## src/verilog/bbcd_pkg.sv

```systemverilog
// Constants, types and state layout of the branch, breakpoint and cache-op decoder
// Summary of operation
// - Branch target is delay-slot address plus sign-extended offset shifted left two.
// - A taken branch redirects the PC in the cycle after evaluation.
// - Likely less-or-equal-zero branch taken on sign bit set or register zero.
// - Likely branches nullify the delay-slot instruction when not taken.
// - Less-than-zero branches taken exactly when the sign bit is set.
// - Linking branches always write PC plus 8 into register 31.
// - Linking branch with source register 31 runs without any trap.
// - Not-equal branches compare both registers in full, taken when different.
// - Breakpoint raises its exception at once, without condition.
// - The 20-bit breakpoint code field is ignored by hardware.
// - Cache op address is base plus sign-extended offset, translated by the TLB.
// - Instruction bits 17 to 16 select the target cache.
// - Non-kernel mode with coprocessor enable clear gives coprocessor unusable.
// - Index ops select the block from address bits between size exponents.
// - Index load-tag picks the parity doubleword from line-offset bits down to 3.
// - With parity enable set, fill writes parity error register values.
// - Hit ops act only on a valid block whose tag matches.
// - Write-back address is rebuilt from the stored tag.
// - Cache ops may take TLB refill or invalid, never TLB modified.
// - Opcodes 000101 and 010101 decode the two not-equal branches; 010110 with rt zero decodes the likely le-zero branch.
// - Register-immediate rt codes 00000, 10000, 10010, 00010 pick the lt-zero forms.
// - Opcode 101111 is the cache op; function 001101 under special is breakpoint.
// - Instruction bits 20 to 18 give the cache operation code.
package bbcd_pkg;
	localparam int          XLEN       = 64;
	localparam int          PA_W       = 32;
	localparam int          CACHE_EXP  = 14;
	localparam int          LINE_EXP   = 4;
	localparam int          IDX_W      = CACHE_EXP - LINE_EXP;
	localparam int          DW_W       = LINE_EXP - 3;
	localparam int          PTAG_W     = PA_W - CACHE_EXP;
	localparam int          PARITY_ERROR_REGISTER_W     = 8;
	localparam logic [5:0]  OP_SPECIAL = 6'h00;
	localparam logic [5:0]  OP_REGISTER_IMMEDIATE_OPCODE  = 6'h01;
	localparam logic [5:0]  OP_BNE     = 6'h05;
	localparam logic [5:0]  OP_BRANCH_NOT_EQUAL_LIKELY    = 6'h15;
	localparam logic [5:0]  OP_BRANCH_LE_ZERO_LIKELY   = 6'h16;
	localparam logic [5:0]  OP_CACHE   = 6'h2F;
	localparam logic [5:0]  FN_BREAK   = 6'h0D;
	localparam logic [4:0]  RT_BRANCH_LT_ZERO    = 5'h00;
	localparam logic [4:0]  RT_BRANCH_LT_ZERO_LIKELY   = 5'h02;
	localparam logic [4:0]  RT_BRANCH_LT_ZERO_LINK  = 5'h10;
	localparam logic [4:0]  RT_BRANCH_LT_ZERO_LINK_LIKELY = 5'h12;
	localparam logic [4:0]  LINK_REG   = 5'h1F;
	localparam logic [63:0] SLOT_OFS   = 64'h4;
	localparam logic [63:0] LINK_OFS   = 64'h8;
	localparam logic [1:0]  CT_I       = 2'h0;
	localparam logic [1:0]  CT_D       = 2'h1;
	localparam logic [2:0]  CO_IDX_INV = 3'h0;
	localparam logic [2:0]  CO_LD_TAG  = 3'h1;
	localparam logic [2:0]  CO_ST_TAG  = 3'h2;
	localparam logic [2:0]  CO_CDX     = 3'h3;
	localparam logic [2:0]  CO_HIT_INV = 3'h4;
	localparam logic [2:0]  CO_HIT_WBI = 3'h5;
	localparam logic [2:0]  CO_HIT_WB  = 3'h6;
	localparam logic [3:0]  REG_CTRL   = 4'h0;
	localparam logic [3:0]  REG_PARITY_ERROR_REGISTER   = 4'h4;
	localparam logic [3:0]  REG_STAT   = 4'h8;
	localparam int          CTRL_M64   = 0;
	localparam int          CTRL_USER  = 1;
	localparam int          CTRL_CU0   = 2;
	localparam int          CTRL_CE    = 3;
	localparam logic [3:0]  CTRL_RST   = 4'h0;
	localparam logic [7:0]  PARITY_ERROR_REGISTER_RST   = 8'h00;

	typedef enum logic [1:0] {ST_IDLE, ST_XLATE} bbcd_state_t;
	typedef enum logic [2:0] {EXC_NONE, EXC_BREAK, EXC_CPU, EXC_TLB_REFILL,
		EXC_TLB_INVALID} bbcd_exc_t;
	typedef enum logic [3:0] {K_NONE, K_BRANCH_LE_ZERO_LIKELY, K_BRANCH_LT_ZERO, K_BRANCH_LT_ZERO_LIKELY, K_BRANCH_LT_ZERO_LINK, K_BRANCH_LT_ZERO_LINK_LIKELY,
		K_BNE, K_BRANCH_NOT_EQUAL_LIKELY, K_BREAK, K_CACHE} bbcd_kind_t;

	typedef struct packed {logic valid; logic [63:0] pc; logic [31:0] word;} bbcd_instr_t;
	typedef struct packed {logic redirect; logic nullify; logic [63:0] target;} bbcd_branch_t;
	typedef struct packed {logic we; logic [4:0] addr; logic [63:0] data;} bbcd_link_t;
	typedef struct packed {logic valid; bbcd_exc_t code;} bbcd_excp_t;
	typedef struct packed {logic valid; logic [63:0] vaddr;} bbcd_xreq_t;
	typedef struct packed {
		logic [PA_W-1:0] paddr;
		logic            refill;
		logic            invalid;
		logic            modified;
		logic            uncached;
	} bbcd_xrsp_t;
	typedef struct packed {logic valid; logic dirty; logic [PTAG_W-1:0] tag;} bbcd_line_t;
	typedef struct packed {
		logic              valid;
		logic [1:0]        cache;
		logic [2:0]        code;
		logic [IDX_W-1:0]  index;
		logic [DW_W-1:0]   dword;
		logic [PA_W-1:0]   paddr;
		logic              wb;
		logic [PA_W-1:0]   wb_addr;
		logic              use_parity_error_register;
		logic [PARITY_ERROR_REGISTER_W-1:0] parity_error_register;
	} bbcd_cop_t;
	typedef struct packed {
		bbcd_state_t       st;
		bbcd_branch_t      br;
		bbcd_link_t        link;
		bbcd_excp_t        exc;
		bbcd_xreq_t        xreq;
		bbcd_cop_t         cop;
		logic [1:0]        pend_cache;
		logic [2:0]        pend_code;
		logic [3:0]        ctrl;
		logic [PARITY_ERROR_REGISTER_W-1:0] parity_error_register;
		bbcd_exc_t         last_exc;
		logic              av_ack;
		logic [31:0]       av_rdata;
	} bbcd_regs_t;
endpackage
```

## src/verilog/bbcd_core.sv

```systemverilog
// Branch, breakpoint and cache-maintenance execute stage with Avalon-MM control registers
`timescale 1ns/1ps
module bbcd_core (
	input  wire logic                      i_core_clk,        // Core clock, 100 MHz
	input  wire logic                      i_rst_n,           // Async reset, active low
	input  wire bbcd_pkg::bbcd_instr_t     i_instr,           // Decoded-stage instruction
	input  wire logic [63:0]               i_rs_val,          // Source / base register value
	input  wire logic [63:0]               i_rt_val,          // Second source register value
	output logic                           o_busy,            // Stall: cache op translating
	output bbcd_pkg::bbcd_branch_t         o_br,              // PC redirect and nullify
	output bbcd_pkg::bbcd_link_t           o_link,            // Register 31 write
	output bbcd_pkg::bbcd_excp_t           o_exc,             // Exception request
	output bbcd_pkg::bbcd_xreq_t           o_xreq,            // TLB lookup request
	input  wire bbcd_pkg::bbcd_xrsp_t      i_xrsp,            // TLB answer, same cycle
	input  wire bbcd_pkg::bbcd_line_t      i_line,            // Indexed cache line state
	output bbcd_pkg::bbcd_cop_t            o_cop,             // Command to cache unit
	input  wire logic [3:0]                i_avs_address,     // Avalon byte address
	input  wire logic                      i_avs_read,        // Avalon read
	input  wire logic                      i_avs_write,       // Avalon write
	input  wire logic [31:0]               i_avs_writedata,   // Avalon write data
	input  wire logic [3:0]                i_avs_byteenable,  // Avalon byte enables
	output logic [31:0]                    o_avs_readdata,    // Avalon read data
	output logic                           o_avs_waitrequest  // Avalon wait request
);
	import bbcd_pkg::*;

	function automatic bbcd_kind_t decode(input logic [31:0] w);
		bbcd_kind_t k;
		k = K_NONE;
		unique case (w[31:26])
			OP_BNE:    k = K_BNE;
			OP_BRANCH_NOT_EQUAL_LIKELY:   k = K_BRANCH_NOT_EQUAL_LIKELY;
			OP_BRANCH_LE_ZERO_LIKELY:  k = (w[20:16] == 5'h00) ? K_BRANCH_LE_ZERO_LIKELY : K_NONE;
			OP_CACHE:  k = K_CACHE;
			OP_SPECIAL: k = (w[5:0] == FN_BREAK) ? K_BREAK : K_NONE;
			OP_REGISTER_IMMEDIATE_OPCODE: begin
				unique case (w[20:16])
					RT_BRANCH_LT_ZERO:    k = K_BRANCH_LT_ZERO;
					RT_BRANCH_LT_ZERO_LIKELY:   k = K_BRANCH_LT_ZERO_LIKELY;
					RT_BRANCH_LT_ZERO_LINK:  k = K_BRANCH_LT_ZERO_LINK;
					RT_BRANCH_LT_ZERO_LINK_LIKELY: k = K_BRANCH_LT_ZERO_LINK_LIKELY;
					default:    k = K_NONE;
				endcase
			end
			default:   k = K_NONE;
		endcase
		return k;
	endfunction

	bbcd_regs_t r_ff;
	bbcd_regs_t nxt_r;

	bbcd_kind_t        kind;
	logic              take;
	logic              m64;
	logic              sign;
	logic              is_zero;
	logic              likely;
	logic              linking;
	logic              is_branch;
	logic              accept;
	logic [63:0]       tgt_now;
	logic [63:0]       link_now;
	logic [63:0]       vaddr_now;
	logic [IDX_W-1:0]  idx;
	logic              hit;
	logic              legal;
	logic              av_req;

	function automatic logic [63:0] fit_mode(input logic [63:0] v, input logic m);
		return m ? v : {{32{v[31]}}, v[31:0]};
	endfunction

	always_comb begin
		kind      = decode(i_instr.word);
		accept    = i_instr.valid && (r_ff.st == ST_IDLE);
		m64       = r_ff.ctrl[CTRL_M64];
		sign      = m64 ? i_rs_val[63] : i_rs_val[31];
		is_zero   = m64 ? (i_rs_val == 64'h0) : (i_rs_val[31:0] == 32'h0);
		likely    = (kind == K_BRANCH_LE_ZERO_LIKELY) || (kind == K_BRANCH_LT_ZERO_LIKELY) || (kind == K_BRANCH_LT_ZERO_LINK_LIKELY)
			|| (kind == K_BRANCH_NOT_EQUAL_LIKELY);
		linking   = (kind == K_BRANCH_LT_ZERO_LINK) || (kind == K_BRANCH_LT_ZERO_LINK_LIKELY);
		is_branch = likely || linking || (kind == K_BRANCH_LT_ZERO) || (kind == K_BNE);
		unique case (kind)
			K_BRANCH_LE_ZERO_LIKELY:                     take = sign || is_zero;
			K_BRANCH_LT_ZERO, K_BRANCH_LT_ZERO_LIKELY, K_BRANCH_LT_ZERO_LINK,
			K_BRANCH_LT_ZERO_LINK_LIKELY:                   take = sign;
			K_BNE, K_BRANCH_NOT_EQUAL_LIKELY:               take = (i_rs_val != i_rt_val);
			default:                     take = 1'b0;
		endcase
		tgt_now   = fit_mode(i_instr.pc + SLOT_OFS
			+ {{46{i_instr.word[15]}}, i_instr.word[15:0], 2'b00}, m64);
		link_now  = fit_mode(i_instr.pc + LINK_OFS, m64);
		vaddr_now = i_rs_val + {{48{i_instr.word[15]}}, i_instr.word[15:0]};
	end

	always_comb begin
		idx   = r_ff.xreq.vaddr[CACHE_EXP-1:LINE_EXP];
		hit   = i_line.valid && (i_line.tag == i_xrsp.paddr[PA_W-1:CACHE_EXP]);
		legal = ((r_ff.pend_cache == CT_I) || (r_ff.pend_cache == CT_D))
			&& (r_ff.pend_code != 3'h7)
			&& !((r_ff.pend_code == CO_CDX) && (r_ff.pend_cache == CT_I))
			&& !i_xrsp.uncached;
		av_req = i_avs_read || i_avs_write;
	end

	always_comb begin
		nxt_r              = r_ff;
		nxt_r.br           = '0;
		nxt_r.link         = '0;
		nxt_r.exc          = '0;
		nxt_r.xreq.valid   = 1'b0;
		nxt_r.cop          = '0;

		unique case (r_ff.st)
			ST_IDLE: begin
				if (accept && is_branch) begin
					nxt_r.br.redirect = take;
					nxt_r.br.target   = tgt_now;
					nxt_r.br.nullify  = likely && !take;
				end
				if (accept && linking) begin
					nxt_r.link.we   = 1'b1;
					nxt_r.link.addr = LINK_REG;
					nxt_r.link.data = link_now;
				end
				if (accept && (kind == K_BREAK)) begin
					// Code field bits 25..6 are never looked at
					nxt_r.exc.valid = 1'b1;
					nxt_r.exc.code  = EXC_BREAK;
				end
				if (accept && (kind == K_CACHE)) begin
					if (r_ff.ctrl[CTRL_USER] && !r_ff.ctrl[CTRL_CU0]) begin
						nxt_r.exc.valid = 1'b1;
						nxt_r.exc.code  = EXC_CPU;
					end else begin
						nxt_r.st         = ST_XLATE;
						nxt_r.xreq.valid = 1'b1;
						nxt_r.xreq.vaddr = vaddr_now;
						nxt_r.pend_cache = i_instr.word[17:16];
						nxt_r.pend_code  = i_instr.word[20:18];
					end
				end
			end
			ST_XLATE: begin
				nxt_r.st = ST_IDLE;
				// TLB modified is never reported for a cache op
				if (i_xrsp.refill) begin
					nxt_r.exc.valid = 1'b1;
					nxt_r.exc.code  = EXC_TLB_REFILL;
				end else if (i_xrsp.invalid) begin
					nxt_r.exc.valid = 1'b1;
					nxt_r.exc.code  = EXC_TLB_INVALID;
				end else if (legal) begin
					nxt_r.cop.cache   = r_ff.pend_cache;
					nxt_r.cop.code    = r_ff.pend_code;
					nxt_r.cop.index   = idx;
					nxt_r.cop.dword   = r_ff.xreq.vaddr[LINE_EXP-1:3];
					nxt_r.cop.paddr   = i_xrsp.paddr;
					nxt_r.cop.wb_addr = {i_line.tag, idx, {LINE_EXP{1'b0}}};
					nxt_r.cop.parity_error_register    = r_ff.parity_error_register;
					unique case (r_ff.pend_code)
						CO_IDX_INV: begin
							nxt_r.cop.valid = 1'b1;
							nxt_r.cop.wb    = (r_ff.pend_cache == CT_D)
								&& i_line.valid && i_line.dirty;
						end
						CO_LD_TAG, CO_ST_TAG: nxt_r.cop.valid = 1'b1;
						CO_CDX: begin
							nxt_r.cop.valid = 1'b1;
							nxt_r.cop.wb    = !hit && i_line.valid && i_line.dirty;
						end
						CO_HIT_INV: nxt_r.cop.valid = hit;
						CO_HIT_WBI: begin
							if (r_ff.pend_cache == CT_I) begin
								nxt_r.cop.valid    = 1'b1;
								nxt_r.cop.use_parity_error_register = r_ff.ctrl[CTRL_CE];
							end else begin
								nxt_r.cop.valid = hit;
								nxt_r.cop.wb    = hit && i_line.dirty;
							end
						end
						CO_HIT_WB: begin
							nxt_r.cop.valid = hit;
							nxt_r.cop.wb    = hit && ((r_ff.pend_cache == CT_I)
								|| i_line.dirty);
						end
						default: nxt_r.cop.valid = 1'b0;
					endcase
				end
			end
			default: nxt_r.st = ST_IDLE;
		endcase
		if (nxt_r.exc.valid) begin
			nxt_r.last_exc = nxt_r.exc.code;
		end

		// Avalon slave: first edge latches data, waitrequest drops the next cycle
		nxt_r.av_ack = av_req && !r_ff.av_ack;
		if (av_req && !r_ff.av_ack) begin
			unique case (i_avs_address)
				REG_CTRL: nxt_r.av_rdata = {28'h0, r_ff.ctrl};
				REG_PARITY_ERROR_REGISTER: nxt_r.av_rdata = {24'h0, r_ff.parity_error_register};
				REG_STAT: nxt_r.av_rdata = {27'h0, r_ff.st == ST_XLATE, 1'b0,
					3'(r_ff.last_exc)};
				default:  nxt_r.av_rdata = 32'h0;
			endcase
		end
		if (i_avs_write && r_ff.av_ack && i_avs_byteenable[0]) begin
			if (i_avs_address == REG_CTRL) begin
				nxt_r.ctrl = i_avs_writedata[3:0];
			end
			if (i_avs_address == REG_PARITY_ERROR_REGISTER) begin
				nxt_r.parity_error_register = i_avs_writedata[PARITY_ERROR_REGISTER_W-1:0];
			end
		end
	end

	always_ff @(posedge i_core_clk or negedge i_rst_n) begin
		if (!i_rst_n) begin
			r_ff          <= '0;
			r_ff.st       <= ST_IDLE;
			r_ff.ctrl     <= CTRL_RST;
			r_ff.parity_error_register     <= PARITY_ERROR_REGISTER_RST;
			r_ff.last_exc <= EXC_NONE;
		end else begin
			r_ff <= nxt_r;
		end
	end

	assign o_busy            = (r_ff.st != ST_IDLE);
	assign o_br              = r_ff.br;
	assign o_link            = r_ff.link;
	assign o_exc             = r_ff.exc;
	assign o_xreq            = r_ff.xreq;
	assign o_cop             = r_ff.cop;
	assign o_avs_readdata    = r_ff.av_rdata;
	assign o_avs_waitrequest = av_req && !r_ff.av_ack;
endmodule

```

## config.mk

```make
export PLATFORM = sky130hd
export DESIGN_NAME = bbcd_core
export DESIGN_NICKNAME = d
export VERILOG_FILES = /design/src/verilog/bbcd_pkg.sv /design/src/verilog/bbcd_core.sv
export SDC_FILE = /design/constraint.sdc
export NUM_CORES = 1
export LEC_CHECK = 0
export BUFFER_PORTS_ARGS = -buffer_cell sky130_fd_sc_hd__buf_4
export CORE_AREA = 4 4 251 253
export DETAILED_ROUTE_END_ITERATION = 8
export DIE_AREA = 0 0 255 257
export PLACE_DENSITY = 0.69
export REMOVE_ABC_BUFFERS = 1
export SETUP_SLACK_MARGIN = 0.15
export SLEW_MARGIN = 10
export SYNTH_ARGS = -nofsm -noshare
export SYNTH_HDL_FRONTEND = slang
export SYNTH_SLANG_ARGS = --single-unit
```

## constraint.sdc

```tcl
create_clock -name i_core_clk -period 4.28 [get_ports i_core_clk]
set_input_delay 0.214 -clock i_core_clk [delete_from_list [all_inputs] [get_ports i_core_clk]]
set_output_delay 0.214 -clock i_core_clk [all_outputs]
set_load 0.02 [all_outputs]
```

-- After elaboration in Yosys (flattened, before gate mapping)
Cells that the tools add are included.
- register bits after elaboration: 351
- output and inout port bits: 330
- word-level logic and storage cells: 155
- input port bits: 325
- mux-type cells: 34
- eq/ne operators: 33
- bitwise gates (word level): 1
- reductions and logical operators: 55
- add/subtract/negate cells: 4
- operators by type and width (cell ; number):
    91-bit 2-to-1 mux ; 4
    136-bit 2-to-1 mux ; 1
    65-bit 2-to-1 mux ; 2
    64-bit adder ; 2
    64-bit 2-to-1 mux ; 2
    70-bit 2-to-1 mux ; 1
    69-bit 2-to-1 mux ; 1
    66-bit 2-to-1 mux ; 1
    64-bit by 3-bit adder with 64-bit output, second input constant ; 1
    64-bit by 4-bit adder with 64-bit output, second input constant ; 1
    64-bit logical NOT ; 1
    64-bit != test ; 1
    32-bit logical NOT ; 1
    4-bit case mux with 6 select lines ; 1
    8-bit case mux with 3 select lines ; 1
    1-bit logical AND ; 21
    4-bit by 3-bit == test with 1-bit output, second input constant ; 5
    4-bit 2-to-1 mux ; 5
    18-bit == test ; 1
    4-bit == test, second input constant ; 3
    6-bit by 5-bit == test with 1-bit output, second input constant ; 2
    3-bit case mux with 4 select lines ; 1
    1-bit logical OR ; 11
    5-bit == test, second input constant ; 2
    other kinds (31) ; 55

-- Depth between registers and ports, before layout
Gate-level depths: netlist (run 1).
- depth in word-level cells: 13
- gate-level depth with buffers: 18
- gate-level depth less buffers: 17

-- Worst setup path before layout (run 1)
OpenSTA, ideal clock, no wires.
- path kind: input -> register
- start: input i_instr[1] in the netlist's numbering
- end: register r_ff, in the netlist o_br[61]
- setup time: 0.077 ns
- buffers on the path: 0
- stages on the path: 15
- arrival time: 3.054 ns
- setup slack: 1.148 ns
- path through: ha_1 -> ha_1 -> inv_1 -> fa_1 -> nand2b_1 -> a21oi_1 -> o21ai_0 -> nand2_1 -> a21oi_1 -> o21ai_1 -> a41oi_1 -> o41ai_1 -> a41oi_1 -> xor2_1 -> a21oi_1
- RTL lines (element ; RTL line ; text):
    start, declared ; bbcd_core.sv:6 ; input wire bbcd_pkg::bbcd_instr_t i_instr,
    end signal, assigned ; bbcd_core.sv:227 ; r_ff <= nxt_r;
    end, declared ; bbcd_core.sv:50 ; bbcd_regs_t r_ff;

==> impl_metrics.env, run 1 <==
export IMPL_design_area_mm2=0.0285
export IMPL_num_rows=91
export IMPL_dpl_instance_area_mm2=0.0260
export IMPL_drt_total_wl_um=81200
export IMPL_io_pins=655
export IMPL_netlist_top_cells_area="dfrtp_1 33%, buf_4 11%, ha_1 10%"
export IMPL_path_clk_slew_ns=0.06
export IMPL_fp_dieH_um=257
export IMPL_min_period_ns=3.86
export IMPL_synth_top_area_share_pct=33.3
export IMPL_multi_input_area_mm2=0.0124
export IMPL_setup_viol=0
export IMPL_worstMarginPinSlew_ns=1.16
export IMPL_cts_max_level=2
export IMPL_synth_main_ff_cell="dfrtp_1"
export IMPL_setup_tns_final_ns=0
export IMPL_gp_congestion=0.938
export IMPL_clk_path_buf_depth=3
export IMPL_cts_tree="built"
export IMPL_yosysMostFrequentCell="buf_4"
export IMPL_overflow=0
export IMPL_first_pass_iters=5
export IMPL_core_area_mm2=0.0610
export IMPL_drive_gt1_share_pct=24.9
export IMPL_dieArea_mm2=0.0655
export IMPL_max_stage_delay_ns=0.55
export IMPL_cts_root_buffer="clkbuf_16"
export IMPL_syn_inst=2573
export IMPL_ant_nets=0
export IMPL_num_vias=20100
export IMPL_antenna_cells=0
export IMPL_fill_cells=5723
export IMPL_wire_per_inst_um=21.5
export IMPL_nets=3480
export IMPL_regArea_mm2=0.00768
export IMPL_p_per_area_mw_per_mm2=313
export IMPL_area_growth_synth_to_final_pct=23.7
export IMPL_post_cts_buffers=0
export IMPL_grt_usage_pct=23.9
export IMPL_cts_made_buffers=37
export IMPL_first_iter_violations=1476
export IMPL_drv_slew=0
export IMPL_cp_data_required_time_ns=4.68
export IMPL_finClkSkew_ns=0.0122
export IMPL_portBuffers=593
export IMPL_yosysWarnings=0
export IMPL_crit_arrival_ns=4.26
export IMPL_synth_distinct_cells=95
export IMPL_crit_chain="dlygate4sd3_1 -> buf_4 -> ha_1 -> ha_1 -> inv_1 -> fa_1 -> nand2b_1 -> a21oi_1 -> o21ai_1 -> a21oi_1 -> o31ai_1 -> o21ai_1 -> a41oi_1 -> o41ai_1 -> a21oi_1 -> xnor2_1 -> a21oi_1"
export IMPL_final_hold_violation_count=0
export IMPL_crit_path_top_delay_cell="dlygate4sd3_1"
export IMPL_cts_sinks=307
export IMPL_synth_edff_count=0
export IMPL_rsz0062_at_grt="no"
export IMPL_yosys_area_top_type="dfrtp_1"
export IMPL_path_class="primary input to register"
export IMPL_ys_ff_latch=307
export IMPL_fmax_ghz=0.259
export IMPL_synth_async_reset_ratio_pct=100
export IMPL_initial_utilization_pct=37.8
export IMPL_start_kind="primary input"
export IMPL_status="finished, final reports clean"
export IMPL_maxCapViolCount=0
export IMPL_critPathMaxFanout=6
export IMPL_grt_pass1_wl_um=121000
export IMPL_clock_latency_ns=0.56
export IMPL_drc_errors=0
export IMPL_first_global_vias=19800
export IMPL_via_per_inst=5.30
export IMPL_hpwl_um=64800
export IMPL_synth_area_mm2=0.0231
export IMPL_grt_max_degree=129
export IMPL_crit_path_end_kind="register"
export IMPL_dieWidth_um=255
export IMPL_min_period_over_period_pct=90.1
export IMPL_yosysSeqAreaShare_pct=33.3
export IMPL_antenna_found_initial=1
export IMPL_synth_area_per_cell_um2=8.96
export IMPL_ys_top_cells_by_count="331 x buf_4, 307 x dfrtp_1, 234 x nand2_1, 202 x a21oi_1, 185 x ha_1"
export IMPL_cpMostUsedCell="a21oi_1"
export IMPL_irDropWorstVdd_mv=0.231
export IMPL_timing_slew_headroom_pct=22.8
export IMPL_hp_class="primary input to register"
export IMPL_cellLeakagePower_nw=14.2
layer usage:
metal	vias to the layer above	wire length (um)	GRT usage [%]
li1	9443	-	-
met1	9608	34000	31.2
met2	847	38200	39.4
met3	157	5370	3.93
met4	0	3690	9.61
met5	-	0	0
what timing repair did:
action                                  4_1_cts  5_1_grt
gates resized for setup                       0        1
hold buffers                                120        0
endpoints found under the hold margin       344        0
endpoints found under the setup margin        0        3
cells in the final DEF, fill, tap and decap left out, types with 88 or more instances in the layout:
cell and count:
o21ai_0 127, and2_1 88, xor2_1 164, dfrtp_1 306, nor2_1 147, buf_4 613, xnor2_1 94, a21oi_1 202
ha_1 185, nand2_1 234, dlygate4sd3_1 120
sequential cells by signal (all words and copies together), names as in the netlist:
register and count:
r_ff 21, o_exc 4, o_br 66, o_avs_readdata 8, o_link 65, o_cop 77, o_xreq 65, m64 1
worst max-delay path: cells and delay by family:
family,cells,cell delay (ns)
AOI/OAI and AO/OA,9,2.06
buffers and inverters,3,0.78
and+or+nand+nor,1,0.18
adders and majority gates,3,0.84
xor gates and xnor gates,1,0.18
stage by stage:
stage | utilization, % | std cells | hold slack [ns] | total power, mW | setup slack (ns)
2_1_floorplan | - | 2188 | -0.0816 | 4.47 | -4.94
5_1_grt | 46.7 | 3786 | 0.0257 | 9.35 | 0.170
3_3_place_gp | 42.6 | 3599 | 0.0913 | 5.45 | 0.338
4_1_cts | 46.7 | 3786 | 0.000212 | 8.96 | 0.349
6_report | 46.7 | 3786 | 0.0419 | 8.92 | 0.424
3_5_place_dp | 42.6 | 3599 | 0.0921 | 5.44 | 0.370
power breakdown:
| part | internal [mW] | switching, mW |
|---|---|---|
| Clock | 2.02 | 1.38 |
| Sequential | 2.98 | 0.0603 |
| Combinational | 1.02 | 1.46 |
| Total | 6.02 | 2.90 |
layout make-up:
class,instances,area share [%]
clock buffers,49,3.72
clock inverters,18,0.913
inverters,53,0.698
multi-input cells,1828,43.4
flip-flops and latches,307,26.9
well taps,790,3.47
repair buffers,741,20.9
worst paths after layout:
path | start | endpoint | slack [ns] | cells past startpoint
setup / recovery | i_instr[35] | o_br[63]$_DFF_PN0_ | 0.42 | 17
hold / removal | i_instr[65] | o_link[33]$_DFF_PN0_ | 0.04 | 3
setup reg to reg | r_ff[349]$_DFFE_PN0P_ | o_xreq[61]$_DFFE_PN0P_ | 2.02 | 8
hold reg to reg | o_avs_readdata[6]$_DFFE_PN0P_ | o_avs_readdata[6]$_DFFE_PN0P_ | 0.47 | 2
max in group asynchronous | i_rst_n | m64$_DFFE_PN0P_ | 3.18 | 3
min in group asynchronous | i_rst_n | o_br[61]$_DFF_PN0_ | 0.12 | 2
logic make-up (layout without fill, tap and decap cells):
logic type	after synthesis	in the layout	synth area share, %
xor+xnor	258	258	9.80
compound gates	594	594	16.3
flops	307	307	33.3
simple gates	744	744	15.9
other cells	1	29	0.0163
buf+inv	466	861	13.6
fa+ha+maj	187	187	10.2
mux	16	16	0.781
No activity file was read; power rests on OpenSTA's default activity.
==> inputs of run 2 (changes only) <==
CORE_AREA = 4 4 253 255   (was 4 4 251 253)
DIE_AREA = 0 0 257 259   (was 0 0 255 257)
==> impl_metrics.env, run 2 (same netlist as run 1, synthesis figures left out) <==
export IMPL_portBuffers=593
export IMPL_largest_reg_flops=77
export IMPL_cellLeakagePower_nw=14.1
export IMPL_timing_slew_headroom_pct=22.4
export IMPL_hpwl_um=65000
export IMPL_setup_worst_path_start="i_instr[35]"
export IMPL_final_common_cell="buf_4"
export IMPL_grt_max_degree=129
export IMPL_maxCapViolCount=0
export IMPL_cts_hold_buf=124
export IMPL_first_pass_iters=6
export IMPL_min_from="i_instr[73]"
export IMPL_critPathMaxFanout=9
export IMPL_ant_nets=0
export IMPL_reg2regPathDepth=8
export IMPL_path_clk_slew_ns=0.06
export IMPL_status="finished, final reports clean"
export IMPL_dpl_instance_area_mm2=0.0260
export IMPL_fp_dieH_um=259
export IMPL_most_common_layout_cells="615 x buf_4, 306 x dfrtp_1, 234 x nand2_1, 202 x a21oi_1, 185 x ha_1"
export IMPL_cts_tree="built"
export IMPL_min_period_over_period_pct=92.0
export IMPL_fmax_ghz=0.254
export IMPL_wire_per_inst_um=21.1
export IMPL_io_pins=655
export IMPL_nets=3483
export IMPL_finClkSkew_ns=0.0143
export IMPL_final_hold_violation_count=0
export IMPL_crit_chain="dlygate4sd3_1 -> buf_4 -> ha_1 -> ha_1 -> inv_1 -> fa_1 -> nand2b_1 -> a21oi_1 -> o21ai_0 -> nand2_1 -> a21oi_1 -> o21ai_1 -> buf_4 -> a21o_1 -> a21o_1 -> xor2_1 -> o21bai_2 -> buf_4 -> a21oi_1"
export IMPL_initial_utilization_pct=37.4
export IMPL_drc_errors=0
export IMPL_area_growth_synth_to_final_pct=23.4
export IMPL_crit_path_end_kind="register"
export IMPL_via_per_inst=5.20
export IMPL_gp_congestion=0.964
export IMPL_hold_depth=3
export IMPL_min_period_ns=3.94
export IMPL_crit_path_top_delay_cell="dlygate4sd3_1"
export IMPL_start_kind="primary input"
export IMPL_utilization_pct=46.2
export IMPL_timing_rr_end="o_xreq[61]$_DFFE_PN0P_"
export IMPL_dp_slack_ns=0.361
export IMPL_path_class="primary input to register"
export IMPL_fill_cells=5933
export IMPL_cts_root_buffer="clkbuf_16"
export IMPL_clock_latency_ns=0.56
export IMPL_num_rows=91
export IMPL_max_stage_delay_ns=0.55
export IMPL_setup_ws_ns=0.344
export IMPL_antenna_found_initial=3
export IMPL_min_to="o_link[41]$_DFF_PN0_"
export IMPL_rsz0062_at_grt="no"
export IMPL_cts_max_level=2
export IMPL_drive_gt1_share_pct=24.5
export IMPL_grt_pass1_wl_um=121000
export IMPL_design_area_mm2=0.0284
export IMPL_cts_resized=0
export IMPL_cp_data_required_time_ns=4.67
export IMPL_setup_viol=0
export IMPL_post_cts_buffers=0
export IMPL_drv_slew=0
export IMPL_r2r_start="r_ff[349]$_DFFE_PN0P_"
export IMPL_drt_total_wl_um=81000
export IMPL_p_per_area_mw_per_mm2=303
export IMPL_hp_class="primary input to register"
export IMPL_crit_arrival_ns=4.33
export IMPL_num_vias=19900
export IMPL_cts_sinks=307
export IMPL_overflow=0
export IMPL_core_area_mm2=0.0616
export IMPL_clk_path_buf_depth=3
export IMPL_setup_tns_final_ns=0
export IMPL_cts_made_buffers=37
export IMPL_grt_usage_pct=23.4
export IMPL_first_global_vias=19900
export IMPL_first_iter_violations=1611
export IMPL_irDropWorstVdd_mv=0.271
export IMPL_reg2reg_setup_slack_ns=1.95
export IMPL_worstMarginPinSlew_ns=1.16
export IMPL_dieArea_mm2=0.0666
export IMPL_dieWidth_um=257
==> run 2: changes by cell type in the layout (fill, tap and decap cells not counted), sizes merged, moves of 2 or more <==
cell,previous run,this run
inv,56,54
clkbuf,49,55
dlygate4sd3,120,124
bufinv,4,1
clkinvlp,3,0
==> run 2: layer usage <==
layer	track usage, %	vias to the layer above	part of all wire (%)
met5	0	-	0.0086
met3	4.74	155	7.1
met1	29.6	9523	41
met2	39.2	815	47
met4	10.0	2	4.8
li1	-	9445	-
==> run 2: worst max-delay path, delay by kind of cell <==
family / cells / cell delay, ns
and+or+nand+nor: 2 / 0.34
xor gates and xnor gates: 1 / 0.16
adders and majority gates: 3 / 0.70
AOI/OAI and AO/OA: 8 / 1.73
buffers and inverters: 5 / 1.20
==> run 2: how the worst max path moves through the flow <==
stage | to | slack (ns) | depth (start not counted)
2_1_floorplan | o_xreq[61]$_DFFE_PN0P_ | -4.94 | 6
3_3_place_gp | o_br[61]$_DFF_PN0_ | 0.37 | 16
3_5_place_dp | o_br[57]$_DFF_PN0_ | 0.36 | 18
4_1_cts | o_br[57]$_DFF_PN0_ | 0.41 | 19
5_1_grt | o_br[60]$_DFF_PN0_ | 0.16 | 18
6_report | o_br[57]$_DFF_PN0_ | 0.34 | 19
==> run 2: cell type report <==
cell class,count,area [um2],share of cell area (%)
inverter,53,199,0.699
tap,837,1050,3.68
multi-input combinational,1828,12400,43.4
clock buffer,55,1060,3.74
sequential,307,7680,27.0
timing repair buffer,744,5950,20.9
antenna,1,2.50,0.00880
clock inverter,11,139,0.488
==> run 2: stage by stage <==
| stage | power (mW) | instances | hold WS, ns |
|---|---|---|---|
| final | 8.63 | 3836 | 0.0239 |
| after global routing | 9.06 | 3836 | 0.0292 |
| after CTS | 8.69 | 3835 | 0.00133 |
| after detailed placement | 5.43 | 3645 | 0.330 |
| after global placement | 5.43 | 3645 | 0.331 |
| after floorplan | 4.47 | 2188 | -0.0816 |
==> run 2: power breakdown <==
group | switching, mW | leakage [nW] | internal, mW
combinational | 1.45 | 9.28 | 1.02
clock | 1.31 | 0.589 | 1.80
sequential | 0.0646 | 4.25 | 2.98
total | 2.82 | 14.1 | 5.81
